`config.mk`:
```
export PLATFORM = sky130hd
export DESIGN_NAME = pmacs_regs
export DESIGN_NICKNAME = d
export VERILOG_FILES = /design/src/logic/pmacs_pkg.sv /design/src/logic/pmacs_regs.sv
export SDC_FILE = /design/constraint.sdc
export NUM_CORES = 1
export LEC_CHECK = 0
export BUFFER_PORTS_ARGS = -buffer_cell sky130_fd_sc_hd__buf_2
export CORE_UTILIZATION = 60
export DETAILED_ROUTE_END_ITERATION = 8
export HOLD_SLACK_MARGIN = 0.15
export PLACE_DENSITY_LB_ADDON = 0.08
export SYNTH_ARGS = -nofsm -noshare
export SYNTH_HDL_FRONTEND = slang
export SYNTH_SLANG_ARGS = --single-unit
```
`constraint.sdc`:
```
create_clock -name i_clk -period 2.4 [get_ports i_clk]
set_input_delay 0.24 -clock i_clk [delete_from_list [all_inputs] [get_ports i_clk]]
set_output_delay 0.24 -clock i_clk [all_outputs]
set_load 0.005 [all_outputs]
```
`src/logic/pmacs_pkg.sv`:
```
// pmacs_pkg: constants of the medium attachment management register set.
// assumes a 100 MHz core clock and a clause 45 frame on the mdio pins.
package pmacs_pkg;
  localparam logic [4:0] MMD_ADDR = 5'h01;
  localparam logic [15:0] OFS_CTRL1 = 16'h0000;
  localparam logic [15:0] OFS_STAT1 = 16'h0001;
  localparam logic [15:0] OFS_PKG1 = 16'h0005;
  localparam logic [15:0] OFS_PKG2 = 16'h0006;
  localparam logic [15:0] OFS_CTRL2 = 16'h0007;
  localparam int BIT_SRST = 15;
  localparam int BIT_PD = 11;
  localparam int BIT_LB = 0;
  localparam int BIT_LINK = 2;
  localparam int BIT_PDABLE = 1;
  localparam logic [15:0] PKG1_VAL = 16'h008b;
  localparam logic [15:0] PKG2_VAL = 16'hc000;
  localparam logic [6:0] TYPE_RST = 7'h3d;
  localparam logic [1:0] ST_C45 = 2'h0;
  localparam logic [1:0] OP_ADDR = 2'h0;
  localparam logic [1:0] OP_WRITE = 2'h1;
  localparam logic [1:0] OP_RDINC = 2'h2;
  localparam logic [5:0] PRE_LEN = 6'h20;
  localparam logic [5:0] HDR_LAST = 6'h0d;
  localparam logic [5:0] TA_BIT = 6'h0e;
  localparam logic [5:0] FRAME_LAST = 6'h1f;
  localparam logic [2:0] STRAP_SETTLE = 3'h5;
  localparam int CLK_PERIOD_NS = 10;
  localparam int SOFT_RST_NS = 1000;
  localparam int SOFT_RST_CYC = (SOFT_RST_NS + CLK_PERIOD_NS - 1)
                                / CLK_PERIOD_NS;
  typedef enum logic {ST_PREAMBLE, ST_FRAME} pmacs_state_t;
endpackage : pmacs_pkg

```
`src/logic/pmacs_regs.sv`:
```
// pmacs_regs: clause 45 mdio slave holding the attachment-layer registers.
// assumes mdc/mdio/strap are asynchronous pins; link and negotiation
// inputs and the symbol paths come from logic on i_clk.
`timescale 1ns/10ps
module pmacs_regs #(
  parameter logic [4:0] PORT_ADDR = 5'h00,
  parameter int SYM_W = 4
) (
  input wire logic i_clk,
  input wire logic i_rst_n,
  input wire logic i_mdc,
  input wire logic i_mdio_in,
  input wire logic i_power_down_strap_pin,
  input wire logic i_link_up,
  input wire logic i_an_enable,
  input wire logic i_forced_cfg,
  input wire logic [6:0] i_an_phy_type,
  input wire logic [SYM_W-1:0] i_tx_sym,
  input wire logic [SYM_W-1:0] i_line_sym,
  output logic o_mdio_out,
  output logic o_mdio_oe,
  output logic o_soft_reset_active,
  output logic o_power_down,
  output logic o_local_loopback,
  output logic [6:0] o_phy_type,
  output logic [SYM_W-1:0] o_rx_sym
);
  localparam int RST_CYC = pmacs_pkg::SOFT_RST_CYC;
  localparam int CW = $clog2(RST_CYC + 1);
  localparam int RST_LO = RST_CYC - 1;

  // pin order: strap, mdio, mdc
  logic [2:0] s1, s2, s3, lvl, next_lvl, agree;
  pmacs_pkg::pmacs_state_t st, next_st;
  logic [5:0] ones, next_ones, idx, next_idx;
  logic [13:0] hdr, next_hdr;
  logic [15:0] shreg, next_sh, addr, next_addr, wdata, rdata;
  logic sel, next_sel, next_out, next_oe, next_busy;
  logic [1:0] op, next_op;
  logic [CW-1:0] cnt, next_cnt;
  logic [2:0] settle, next_settle;
  logic ll, next_ll, next_pd, next_lb, rise, d, rd_go, wr_go;
  logic [6:0] type_sel, next_type, next_phy;
  logic [SYM_W-1:0] next_rx;

  // sync flops carry no reset so they are settled when reset lifts
  always_ff @(posedge i_clk) begin
    s1 <= {i_power_down_strap_pin, i_mdio_in, i_mdc};
    s2 <= s1;
    s3 <= s2;
  end

  always_comb begin
    case (addr)
      pmacs_pkg::OFS_CTRL1: begin
        rdata = 16'h0000;
        rdata[pmacs_pkg::BIT_SRST] = o_soft_reset_active;
        rdata[pmacs_pkg::BIT_PD] = o_power_down;
        rdata[pmacs_pkg::BIT_LB] = o_local_loopback;
      end
      pmacs_pkg::OFS_STAT1: begin
        rdata = 16'h0000;
        rdata[pmacs_pkg::BIT_LINK] = ll;
        rdata[pmacs_pkg::BIT_PDABLE] = 1'b1;
      end
      pmacs_pkg::OFS_PKG1: rdata = pmacs_pkg::PKG1_VAL;
      pmacs_pkg::OFS_PKG2: rdata = pmacs_pkg::PKG2_VAL;
      pmacs_pkg::OFS_CTRL2: rdata = {9'h000, type_sel};
      default: rdata = 16'h0000;
    endcase
  end

  always_comb begin
    agree = ~(s2 ^ s3);
    next_lvl = (agree & s3) | (~agree & lvl);
    rise = next_lvl[0] & ~lvl[0];
    d = next_lvl[1];
    wdata = {shreg[14:0], d};
    next_st = st;
    next_ones = ones;
    next_idx = idx;
    next_hdr = hdr;
    next_sh = shreg;
    next_addr = addr;
    next_sel = sel;
    next_op = op;
    next_out = o_mdio_out;
    next_oe = o_mdio_oe;
    next_cnt = cnt;
    next_settle = settle;
    next_pd = o_power_down;
    next_lb = o_local_loopback;
    next_type = type_sel;
    rd_go = 1'b0;
    wr_go = 1'b0;
    // mdio decoding never looks at power-down, so access stays open
    if (rise) begin
      case (st)
        pmacs_pkg::ST_PREAMBLE: begin
          if (d && ones != pmacs_pkg::PRE_LEN) begin
            next_ones = ones + 6'h01;
          end else if (!d) begin
            if (ones == pmacs_pkg::PRE_LEN) begin
              next_st = pmacs_pkg::ST_FRAME;
              next_idx = 6'h01;
              next_hdr = 14'h0000;
            end
            next_ones = 6'h00;
          end
        end
        pmacs_pkg::ST_FRAME: begin
          next_idx = idx + 6'h01;
          if (idx <= pmacs_pkg::HDR_LAST) begin
            next_hdr = {hdr[12:0], d};
          end
          if (idx == pmacs_pkg::HDR_LAST) begin
            next_op = next_hdr[11:10];
            next_sel = next_hdr[13:12] == pmacs_pkg::ST_C45
                       && next_hdr[9:5] == PORT_ADDR
                       && next_hdr[4:0] == pmacs_pkg::MMD_ADDR;
          end
          if (idx == pmacs_pkg::TA_BIT) begin
            if (sel && op[1]) begin
              rd_go = 1'b1;
              next_oe = 1'b1;
              next_out = 1'b0;
              next_sh = rdata;
              if (op == pmacs_pkg::OP_RDINC) begin
                next_addr = addr + 16'h0001;
              end
            end
          end else if (idx > pmacs_pkg::TA_BIT) begin
            next_out = shreg[15];
            next_sh = wdata;
          end
          if (idx == pmacs_pkg::FRAME_LAST) begin
            next_st = pmacs_pkg::ST_PREAMBLE;
            next_oe = 1'b0;
            wr_go = sel && !op[1];
          end
        end
        default: next_st = pmacs_pkg::ST_PREAMBLE;
      endcase
    end
    // strap is sampled only once the sync chain has settled
    if (settle != pmacs_pkg::STRAP_SETTLE) begin
      next_settle = settle + 3'h1;
    end
    if (settle == pmacs_pkg::STRAP_SETTLE - 3'h1) begin
      next_pd = lvl[2];
    end
    if (cnt != '0) begin
      next_cnt = cnt - CW'(1);
    end
    if (wr_go && op == pmacs_pkg::OP_ADDR) begin
      next_addr = wdata;
    end
    // writes only land in the defined bits; the rest is dropped
    if (wr_go && op == pmacs_pkg::OP_WRITE) begin
      if (addr == pmacs_pkg::OFS_CTRL1) begin
        next_pd = wdata[pmacs_pkg::BIT_PD];
        next_lb = wdata[pmacs_pkg::BIT_LB];
        if (wdata[pmacs_pkg::BIT_SRST]) begin
          next_cnt = CW'(RST_CYC);
        end
      end
      if (addr == pmacs_pkg::OFS_CTRL2) begin
        next_type = wdata[6:0];
      end
    end
    // the end of a soft reset overrides a write landing in its last cycle
    if (cnt == CW'(1)) begin
      next_pd = lvl[2];
      next_lb = 1'b0;
      next_type = pmacs_pkg::TYPE_RST;
    end
    next_busy = next_cnt != '0;
    // a drop in the read cycle beats the re-arm
    next_ll = i_link_up
              && (ll || (rd_go && addr == pmacs_pkg::OFS_STAT1));
    next_phy = (!i_an_enable && i_forced_cfg) ? type_sel
               : i_an_phy_type;
    next_rx = o_local_loopback ? i_tx_sym : i_line_sym;
  end

  always_ff @(posedge i_clk) begin
    if (!i_rst_n) begin
      lvl <= 3'h0;
      st <= pmacs_pkg::ST_PREAMBLE;
      ones <= 6'h00;
      idx <= 6'h00;
      hdr <= 14'h0000;
      shreg <= 16'h0000;
      addr <= 16'h0000;
      sel <= 1'b0;
      op <= 2'h0;
      o_mdio_out <= 1'b0;
      o_mdio_oe <= 1'b0;
      cnt <= '0;
      settle <= 3'h0;
      ll <= 1'b0;
      o_soft_reset_active <= 1'b0;
      o_power_down <= 1'b0;
      o_local_loopback <= 1'b0;
      type_sel <= pmacs_pkg::TYPE_RST;
      o_phy_type <= pmacs_pkg::TYPE_RST;
      o_rx_sym <= '0;
    end else begin
      lvl <= next_lvl;
      st <= next_st;
      ones <= next_ones;
      idx <= next_idx;
      hdr <= next_hdr;
      shreg <= next_sh;
      addr <= next_addr;
      sel <= next_sel;
      op <= next_op;
      o_mdio_out <= next_out;
      o_mdio_oe <= next_oe;
      cnt <= next_cnt;
      settle <= next_settle;
      ll <= next_ll;
      o_soft_reset_active <= next_busy;
      o_power_down <= next_pd;
      o_local_loopback <= next_lb;
      type_sel <= next_type;
      o_phy_type <= next_phy;
      o_rx_sym <= next_rx;
    end
  end
endmodule : pmacs_regs

```
== After elaboration in Yosys (flattened, before gate mapping) ==
Cells that the tools add are included.

* Register bits after elaboration: 108
* Input bits: 23
* Output and inout port bits: 16
* Logic and storage cells: 147

* $add $sub $neg: 5
* Order comparisons: 2
* Equality and inequality tests: 20
* Mux-type cells: 51
* Bitwise logic cells: 10
* Reduce and logical (&&, ||, !) cells: 36

{| class="wikitable"
|+ Operator list
! cell !! count
|-
| $mux 16 || 9
|-
| $mux 14 || 6
|-
| $pmux 16 s5 || 1
|-
| $eq 16x3->1 const B || 3
|-
| $mux 7 || 5
|-
| $mux 6 || 5
|-
| $pmux 14 s2 || 1
|-
| $mux 1 || 21
|-
| $add 16x1->16 const B || 1
|-
| $eq 16x1->1 const B || 1
|-
| $logic_not 16->1 || 1
|-
| $reduce_bool 2->1 || 8
|-
| $reduce_bool 7->1 || 2
|-
| $add 6x1->6 const B || 2
|-
| $eq 6x4->1 const B || 2
|-
| $pmux 6 s2 || 1
|-
| $reduce_and 4->1 || 3
|-
| $logic_and 1x1->1 || 10
|-
| $eq 7x1->1 const B || 1
|-
| $sub 7x1->7 const B || 1
|-
| $and 3x3->3 || 2
|-
| $eq 6x5->1 const B || 1
|-
| $eq 6x6->1 const B || 1
|-
| $gt 6x4->1 const B || 1
|-
| other kinds (25) || 35
|}

== Longest topological paths before layout ==
Gate-level depths: netlist of the first run.

* Word-level depth: 11
* Depth in mapped cells: 8
* Gate-level depth less buffers: 7

== Least setup slack after synthesis of the first run ==
Ideal clock, no wire load.

* Path type: reg-to-reg
* Start point: reg idx[0]
* End point: reg hdr[10]
* Library setup time: 0.117 ns
* Data arrival time: 1.780 ns
* Data required time: 2.283 ns
* Setup slack: 0.503 ns
* Cell stages (with the launch flop): 9
* Path buffers: 3
* Period minus slack after synthesis: 1.897 ns
* Path through: dfxtp_1 inv_1 ha_1 o31a_1 buf_2 and3_1 clkbuf_1 clkbuf_1 a32o_1

* Cells in the longest elaborated chain, start to end: 5

{| class="wikitable"
|+ Ends and longest elaborated chain
! what !! RTL line !! source
|-
| start: declaration || pmacs_regs.sv:35 || <nowiki>logic [5:0] ones, next_ones, idx, next_idx;</nowiki>
|-
| start signal: assignment || pmacs_regs.sv:212 || <nowiki>idx <= next_idx;</nowiki>
|-
| $le 6x4->1 || pmacs_regs.sv:113 || <nowiki>if (idx <= pmacs_pkg::HDR_LAST) begin</nowiki>
|-
| $mux 14 || pmacs_regs.sv:113 ||
|-
| $mux 14 || pmacs_regs.sv:98 || <nowiki>case (st)</nowiki>
|-
| $mux 14 || pmacs_regs.sv:97 || <nowiki>if (rise) begin</nowiki>
|-
| $pmux 14 s2 || pmacs_regs.sv:98 ||
|-
| end signal: assignment || pmacs_regs.sv:213 || <nowiki>hdr <= next_hdr;</nowiki>
|-
| end: declaration || pmacs_regs.sv:36 || <nowiki>logic [13:0] hdr, next_hdr;</nowiki>
|}

No other way between the ends. The select of a mux whose other input is x is not followed.
A chain may end at the register's enable or synchronous reset.

== Worst setup path after layout of the first run ==
* Start point: reg idx[1]
* End point: reg cnt[1]

* Cells in the longest elaborated chain, start to end: 6

{| class="wikitable"
|+ Ends and longest elaborated chain
! what !! RTL line !! source
|-
| $eq 6x5->1 || pmacs_regs.sv:136 || <nowiki>if (idx == pmacs_pkg::FRAME_LAST) begin</nowiki>
|-
| $mux 1 || pmacs_regs.sv:136 ||
|-
| $mux 1 || pmacs_regs.sv:98 ||
|-
| $mux 1 || pmacs_regs.sv:97 ||
|-
| $logic_and 1x1->1 || pmacs_regs.sv:159 || <nowiki>if (wr_go && op == pmacs_pkg::OP_WRITE) begin</nowiki>
|-
| $mux 7 || pmacs_regs.sv:159 ||
|-
| end signal: assignment || pmacs_regs.sv:220 || <nowiki>cnt <= next_cnt;</nowiki>
|-
| end: declaration || pmacs_regs.sv:40 || <nowiki>logic [CW-1:0] cnt, next_cnt;</nowiki>
|}

No other way between the ends.

==> metrics.md, run 1 <==
| Metric | Value |
|---|---|
| PortBufs | `38` |
| Antenna-violating nets left | `0` |
| Count leader, synth | `dfxtp_1` |
| Final hold vios | `0` |
| Setup CP Type | `flip-flop to flip-flop` |
| Asr flop ratio synth | `0%` |
| Synth Instances | `~560` |
| Root Buffer | `clkbuf_8` |
| Gr usage total | `a little over a quarter` |
| CP max FO | `8` |
| Vias in the first global route | `about 4000` |
| Clock transition at the registers of the reported paths | `roughly 100 ps` |
| CP Launch Type | `flip-flop` |
| CTS Buffer Depth | `2` |
| Period utilisation layout | `92.0%` |
| Synth warnings | `0` |
| Status | `finished, final reports clean` |
| Hold WC Path Type | `input pin to flip-flop` |
| Worst slew pin tran | `about 760 ps` |
| Seq/Total Area, Yosys | `42.8%` |
| Remaining global-route overflow | `0` |
| RSZ-0062 raised after global routing | `no` |
| Max Slew Vio Count | `0` |
| Synth top area cells | `dfxtp_1 (43%), a21oi_1 (5.2%), nand2_1 (4.4%), ha_1 (4.0%), mux2i_1 (3.4%)` |
| 1st-iter DRT viols | `just under 200` |
| Worst Setup End Kind | `flip-flop` |
| Leading area contributor after synthesis | `dfxtp_1` |
| Data required time of the critical path | `around 2700 ps` |
| Fin crit period | `2210 ps` |
| Synth cell types | `69` |
| DRC | `0` |
| Post-layout net count | `about 650` |
| Initial antenna violation count | `0` |
| Worst vdd ir | `around 0.38 mV` |
| Post-Synthesis Cell Area | `between 5000 and 6000 sq um` |
| Number of flops mapped to enable cells by yosys | `0` |
| Static leakage | `~2.3 nW` |
| H-tree levels | `3` |
| Worst skew pair latency | `about 370 ps` |
| CTS sink count | `108` |
| Rows | `33` |
| DP Wirelength | `roughly 7500 um` |
| Max Clock Skew | `11.5 ps` |
| Achievable frequency | `453 MHz` |
| Worst Path Arrival | `~2500 ps` |
| Area of the multi-input gates | `2680 sq um` |
| Global placement routability congestion | `a little under 0.9` |
| Mapped Avg Cell Area | `approximately 9.0 sq um` |
| Via count | `4327` |
| # Post-CTS Setup Buffers | `0` |
| Largest net degree at the start of global routing | `between 50 and 60` |
| Top_reg_cell synth | `dfxtp_1` |
| Setup TNS | `0 ps` |
| Die area | `between 8000 and 9000 sq um` |
| Via/cell ratio | `about 6.0` |
| Dpl ws | `approximately 230 ps` |
| IO Pins | `39` |
| First-pass DRT Iterations | `5` |
| CTS tree | `built` |
| P per Cell Area | `657 nW/um^2` |
| Area growth, synth to finish | `12.2%` |
| MaxCap Viol Count | `0` |
| Layout cell share with drive strength beyond 1 | `a little over an eighth` |
| Flip-flop and latch count after synthesis | `roughly 110` |
| Rel. slew slack | `48.8%` |
| Synthesized net count | `about 600` |
| Antenna diode count | `0` |
| DR WL/cell | `approximately 16 um` |
| Routed WL | `~11000 um` |
| FF/Latch Area | `2160 sq um` |
| Worst setup slack after layout | `around 190 ps` |
| Die Height | `93.8 um` |
| First-pass GRT wire length | `roughly 19000 um` |
| Post-synth top cells | `dfxtp_1 (108), nand2_1 (59), a21oi_1 (53)` |
| Area of the core | `8180 sq um` |
| Fill cell count | `~660` |
| Num CTS Buffers | `9` |
| Final setup viols | `0` |
| Top cell type's share of synthesized area | `a little over two fifths` |
| DIE WIDTH | `between 90 and 100 um` |
| Initial core utilization | `roughly three fifths` |
## final cells by class
| class | count | area share [%] |
|---|---|---|
| multi-input combinational | 404 | 47.2 |
| clock buffer | 10 | 2.43 |
| tap | 105 | 2.32 |
| clock inverter | 6 | 0.816 |
| inverter | 18 | 1.19 |
| timing repair buffer | 66 | 7.90 |
| sequential | 108 | 38.1 |
## worst max-delay path, stage by stage, from the launching register on
cell and delay, ps:
dfxtp_1 430, ha_1 260, nand2b_1 130, nor4_4 400, nand4_2 200, or2_0 400
and4_1 270
## where the power goes
| group | internal, mW | total [mW] | leakage, nW | switching (mW) |
|---|---|---|---|---|
| Combinational | 0.325 | 0.708 | 1.29 | 0.384 |
| Sequential | 1.88 | 1.98 | 0.879 | 0.0979 |
| Clock | 0.413 | 1.04 | 0.0893 | 0.623 |
| Total | 2.62 | 3.72 | 2.26 | 1.10 |
## sequential cells by signal, indices dropped and copies added (netlist names), named ones only
register,flops
st,1
s3,3
idx,6
op,2
o_mdio_oe,1
ones,6
type_sel,7
lvl,2
sel,1
addr,16
settle,3
o_local_loopback,1
o_soft_reset_active,1
o_rx_sym,4
cnt,7
o_mdio_out,1
ll,1
o_power_down,1
s1,3
s2,3
shreg,16
o_phy_type,7
hdr,14
## timing repair
action / 4_1_cts / 5_1_grt
hold buffers: 19 / 0
gates resized for setup: 0 / 0
endpoints found under the hold margin: 15 / 0
## metal layers
layer / wire, um / global-route usage, % / share of wire, % / vias up
met4: 286 / 10.6 / 2.5 / 0
met5: 0 / 0 / 0 / -
met1: 5050 / 33.8 / 45 / 2049
li1: - / - / - / 2146
met3: 410 / 5.34 / 3.6 / 28
met2: 5560 / 45.4 / 49 / 104
## path summary, 6_finish.rpt
check,start,end,slack [ps],cells past startpoint
worst max-delay path,idx[1],cnt[1],190,6
worst min-delay path,i_an_enable,o_phy_type[1],240,4
worst max register to register,idx[1],cnt[1],190,6
worst min register to register,s1[0],s2[0],350,0
## per-stage QoR
stage | utilization (%) | total power [mW] | std cells | instance area, sq um | hold WS, ps
6_report | 69.4 | 3.72 | 717 | 5670 | 240
2_1_floorplan | - | 2.50 | 562 | 5060 | 268
3_3_place_gp | 64.8 | 2.67 | 682 | 5300 | 310
4_1_cts | 69.4 | 3.73 | 717 | 5670 | 237
3_5_place_dp | 64.8 | 2.69 | 682 | 5300 | 318
5_1_grt | 69.4 | 3.91 | 717 | 5670 | 284
## logic make-up (layout without fill, tap and decap cells)
family / after synthesis / count (layout) / share of synthesized area, %
and+or+nand+nor: 207 / 207 / 23.7
xor gates and xnor gates: 15 / 15 / 2.60
AOI/OAI and AO/OA: 147 / 147 / 19.0
adders and majority gates: 17 / 17 / 4.18
buffers and inverters: 50 / 100 / 4.25
muxes: 18 / 18 / 3.59
DFF: 108 / 108 / 42.8
## cell usage in the layout, fill, tap and decap left out, types with 3 or more instances in the layout
| cell type | n |
|---|---|
| dlygate4sd3_1 | 19 |
| a221oi_1 | 3 |
| a32oi_1 | 8 |
| a32o_1 | 14 |
| nor4_4 | 5 |
| inv_1 | 18 |
| nor4_1 | 9 |
| mux2i_1 | 17 |
| o211a_1 | 3 |
| o211ai_1 | 4 |
| buf_4 | 9 |
| a21o_1 | 3 |
| nand3_1 | 25 |
| a31oi_1 | 4 |
| nor3b_1 | 3 |
| nand2_1 | 59 |
| xor2_1 | 5 |
| and3_1 | 7 |
| buf_2 | 38 |
| clkbuf_8 | 10 |
| xnor2_1 | 10 |
| a211oi_1 | 3 |
| or3_1 | 8 |
| nor2_1 | 37 |
| and2_1 | 3 |
| o21ai_0 | 34 |
| ha_1 | 16 |
| nand3b_1 | 4 |
| nor3_1 | 13 |
| nor2b_1 | 3 |
| a21oi_1 | 53 |
| nand2b_1 | 7 |
| and4_1 | 3 |
| dfxtp_1 | 108 |
Note: power is estimated with default switching activity, not from simulation.
==> run 2, diff against run 1 <==
--- a/config.mk
+++ b/config.mk
@@ -10,6 +10,7 @@
 export DETAILED_ROUTE_END_ITERATION = 8
 export HOLD_SLACK_MARGIN = 0.15
 export PLACE_DENSITY_LB_ADDON = 0.08
+export REMOVE_ABC_BUFFERS = 1
 export SYNTH_ARGS = -nofsm -noshare
 export SYNTH_HDL_FRONTEND = slang
 export SYNTH_SLANG_ARGS = --single-unit
==> run 2 against run 1 <==
Net effect:
- clock skew increased by 4.2 ps
- final cell count up 0.14%
- routed wire length up 2.6%
- fmax increased by 5.3%
- sequential share of layout area shrank 0.17 points
- largest cell class unchanged
==> metrics.md, run 2 (synthesis results as in run 1) <==
| Metric | Value |
|---|---|
| Status | `finished, final reports clean` |
| CTS tree | `built` |
| Worst Setup End Kind | `flip-flop` |
| Flop-to-flop setup slack | `between 300 and 400 ps` |
| Met2 GRT Util | `a little under half` |
| DP Wirelength | `about 7900 um` |
| Remaining global-route overflow | `0` |
| Root Buffer | `clkbuf_8` |
| DR WL/cell | `approximately 16 um` |
| Gr usage total | `between 20% and 30%` |
| Post-layout net count | `about 650` |
| Period utilisation layout | `between 80% and 90%` |
| Achievable frequency | `around 480 MHz` |
| Via count | `roughly 4300` |
| P per Cell Area | `between 600 and 700 nW/um^2` |
| CTS Buffer Depth | `2` |
| 1st-iter DRT viols | `between 200 and 300` |
| Final setup viols | `0` |
| PortBufs | `38` |
| Dpl ws | `about 330 ps` |
| DRC | `0` |
| Max Slew Vio Count | `0` |
| Worst Path Arrival | `between 2000 and 2500 ps` |
| IO Pins | `39` |
| CP max FO | `8` |
| Area growth, synth to finish | `12.7%` |
| Routed WL | `about 12000 um` |
| Num CTS Buffers | `9` |
| Most frequent cells in the layout | `dfxtp_1 (108), nand2_1 (59), a21oi_1 (53)` |
| Hold path depth | `4` |
| Clock transition at the registers of the reported paths | `about 100 ps` |
| GR Layer Usage met1 | `between 30% and 40%` |
| Largest net degree at the start of global routing | `29` |
| Die Height | `approximately 94 um` |
| Most common cell after layout, fill and taps aside | `dfxtp_1` |
| Initial antenna violation count | `0` |
| Static leakage | `~2.3 nW` |
| Setup CP Type | `flip-flop to flip-flop` |
| Vias in the first global route | `roughly 4000` |
| Busiest grt layer | `met2` |
| R2r startpoint | `idx[1]` |
| H-tree levels | `3` |
| MaxCap Viol Count | `0` |
| Global placement routability congestion | `just over 0.9` |
| Antenna diode count | `0` |
| # Post-CTS Setup Buffers | `0` |
| Area of the multi-input gates | `2680 sq um` |
| Worst vdd ir | `~0.74 mV` |
| Antenna-violating nets left | `0` |
| Initial core utilization | `61.9%` |
| Layout cell share with drive strength beyond 1 | `a little over an eighth` |
| Fin crit period | `approximately 2100 ps` |
| First-pass DRT Iterations | `5` |
| Setup TNS | `0 ps` |
| CP Launch Type | `flip-flop` |
| Rows | `33` |
| Rel. slew slack | `between 40% and 50%` |
| Data required time of the critical path | `2660 ps` |
| Die area | `between 8000 and 9000 sq um` |
| RSZ-0062 raised after global routing | `no` |
| Via/cell ratio | `approximately 6` |
| Capture point of the worst reg-to-reg path | `cnt[1]` |
| Hold WC Path Type | `input pin to flip-flop` |
| Final hold vios | `0` |
| FF/Latch Area | `2160 sq um` |
| Max Clock Skew | `approximately 16 ps` |
| Post-Layout Cell Count | `718` |
| Area of the core | `slightly above 8000 sq um` |
| Largest regs | `addr x16, shreg x16, hdr x14` |
| Worst skew pair latency | `370 ps` |
| Worst hold start | `i_an_enable` |
| Hold-critical path endpoint | `o_phy_type[1]` |
| Met3 Track Usage GR | `3.88%` |
| Worst setup slack after layout | `a little over 300 ps` |
| Worst slew pin tran | `around 800 ps` |
| Placed cell count | `just under 700` |
| First-pass GRT wire length | `19000 um` |
| Fill cell count | `650` |
| CTS sink count | `around 110` |
| R2R depth | `6` |
| DIE WIDTH | `93.8 um` |
## run 2: worst max-delay path by stage
stage           start         to
2_1_floorplan   s2[0]   addr[13]
3_3_place_gp   idx[1]     cnt[1]
3_5_place_dp   idx[1]     cnt[1]
4_1_cts        idx[1]     cnt[1]
5_1_grt        idx[0]  shreg[13]
6_report       idx[1]     cnt[1]
## run 2: stage by stage
step	utilization, %	power [mW]	hold WS (ps)	cell area [sq um]
after floorplan	-	2.49	268	4910
after global placement	64.9	2.68	311	5310
after CTS	69.7	3.83	211	5700
after detailed placement	64.9	2.71	314	5310
final	69.7	3.82	228	5700
after global routing	69.7	4.00	255	5700
## run 2: metal layers
layer	wire (um)	part of all wire (%)
met5	0	0
met1	5260	45
met2	5760	50
met3	408	3.5
met4	172	1.5
## run 2: what timing repair did
action	CTS	global route
endpoints found under the hold margin	15	0
hold buffers	19	0
gates resized for setup	0	0
## run 2: where the power goes
group | internal, mW | switching [mW] | leakage [nW]
clock | 0.488 | 0.615 | 0.0994
combinational | 0.326 | 0.407 | 1.30
sequential | 1.88 | 0.0986 | 0.879
total | 2.70 | 1.12 | 2.28
## run 2: layout make-up
class / count / area share, %
multi-input cells: 404 / 47.0
clock inverters: 7 / 1.36
repair buffers: 67 / 7.99
inverters: 18 / 1.19
clock buffers: 9 / 2.17
well taps: 105 / 2.31
flip-flops and latches: 108 / 37.9
## run 2: worst max-delay path, stage by stage (launching register included)
cell	delay [ps]
dfxtp_1	420
ha_1	250
nand2b_1	120
nor4_4	370
nand4_2	190
or2_0	380
and4_1	270
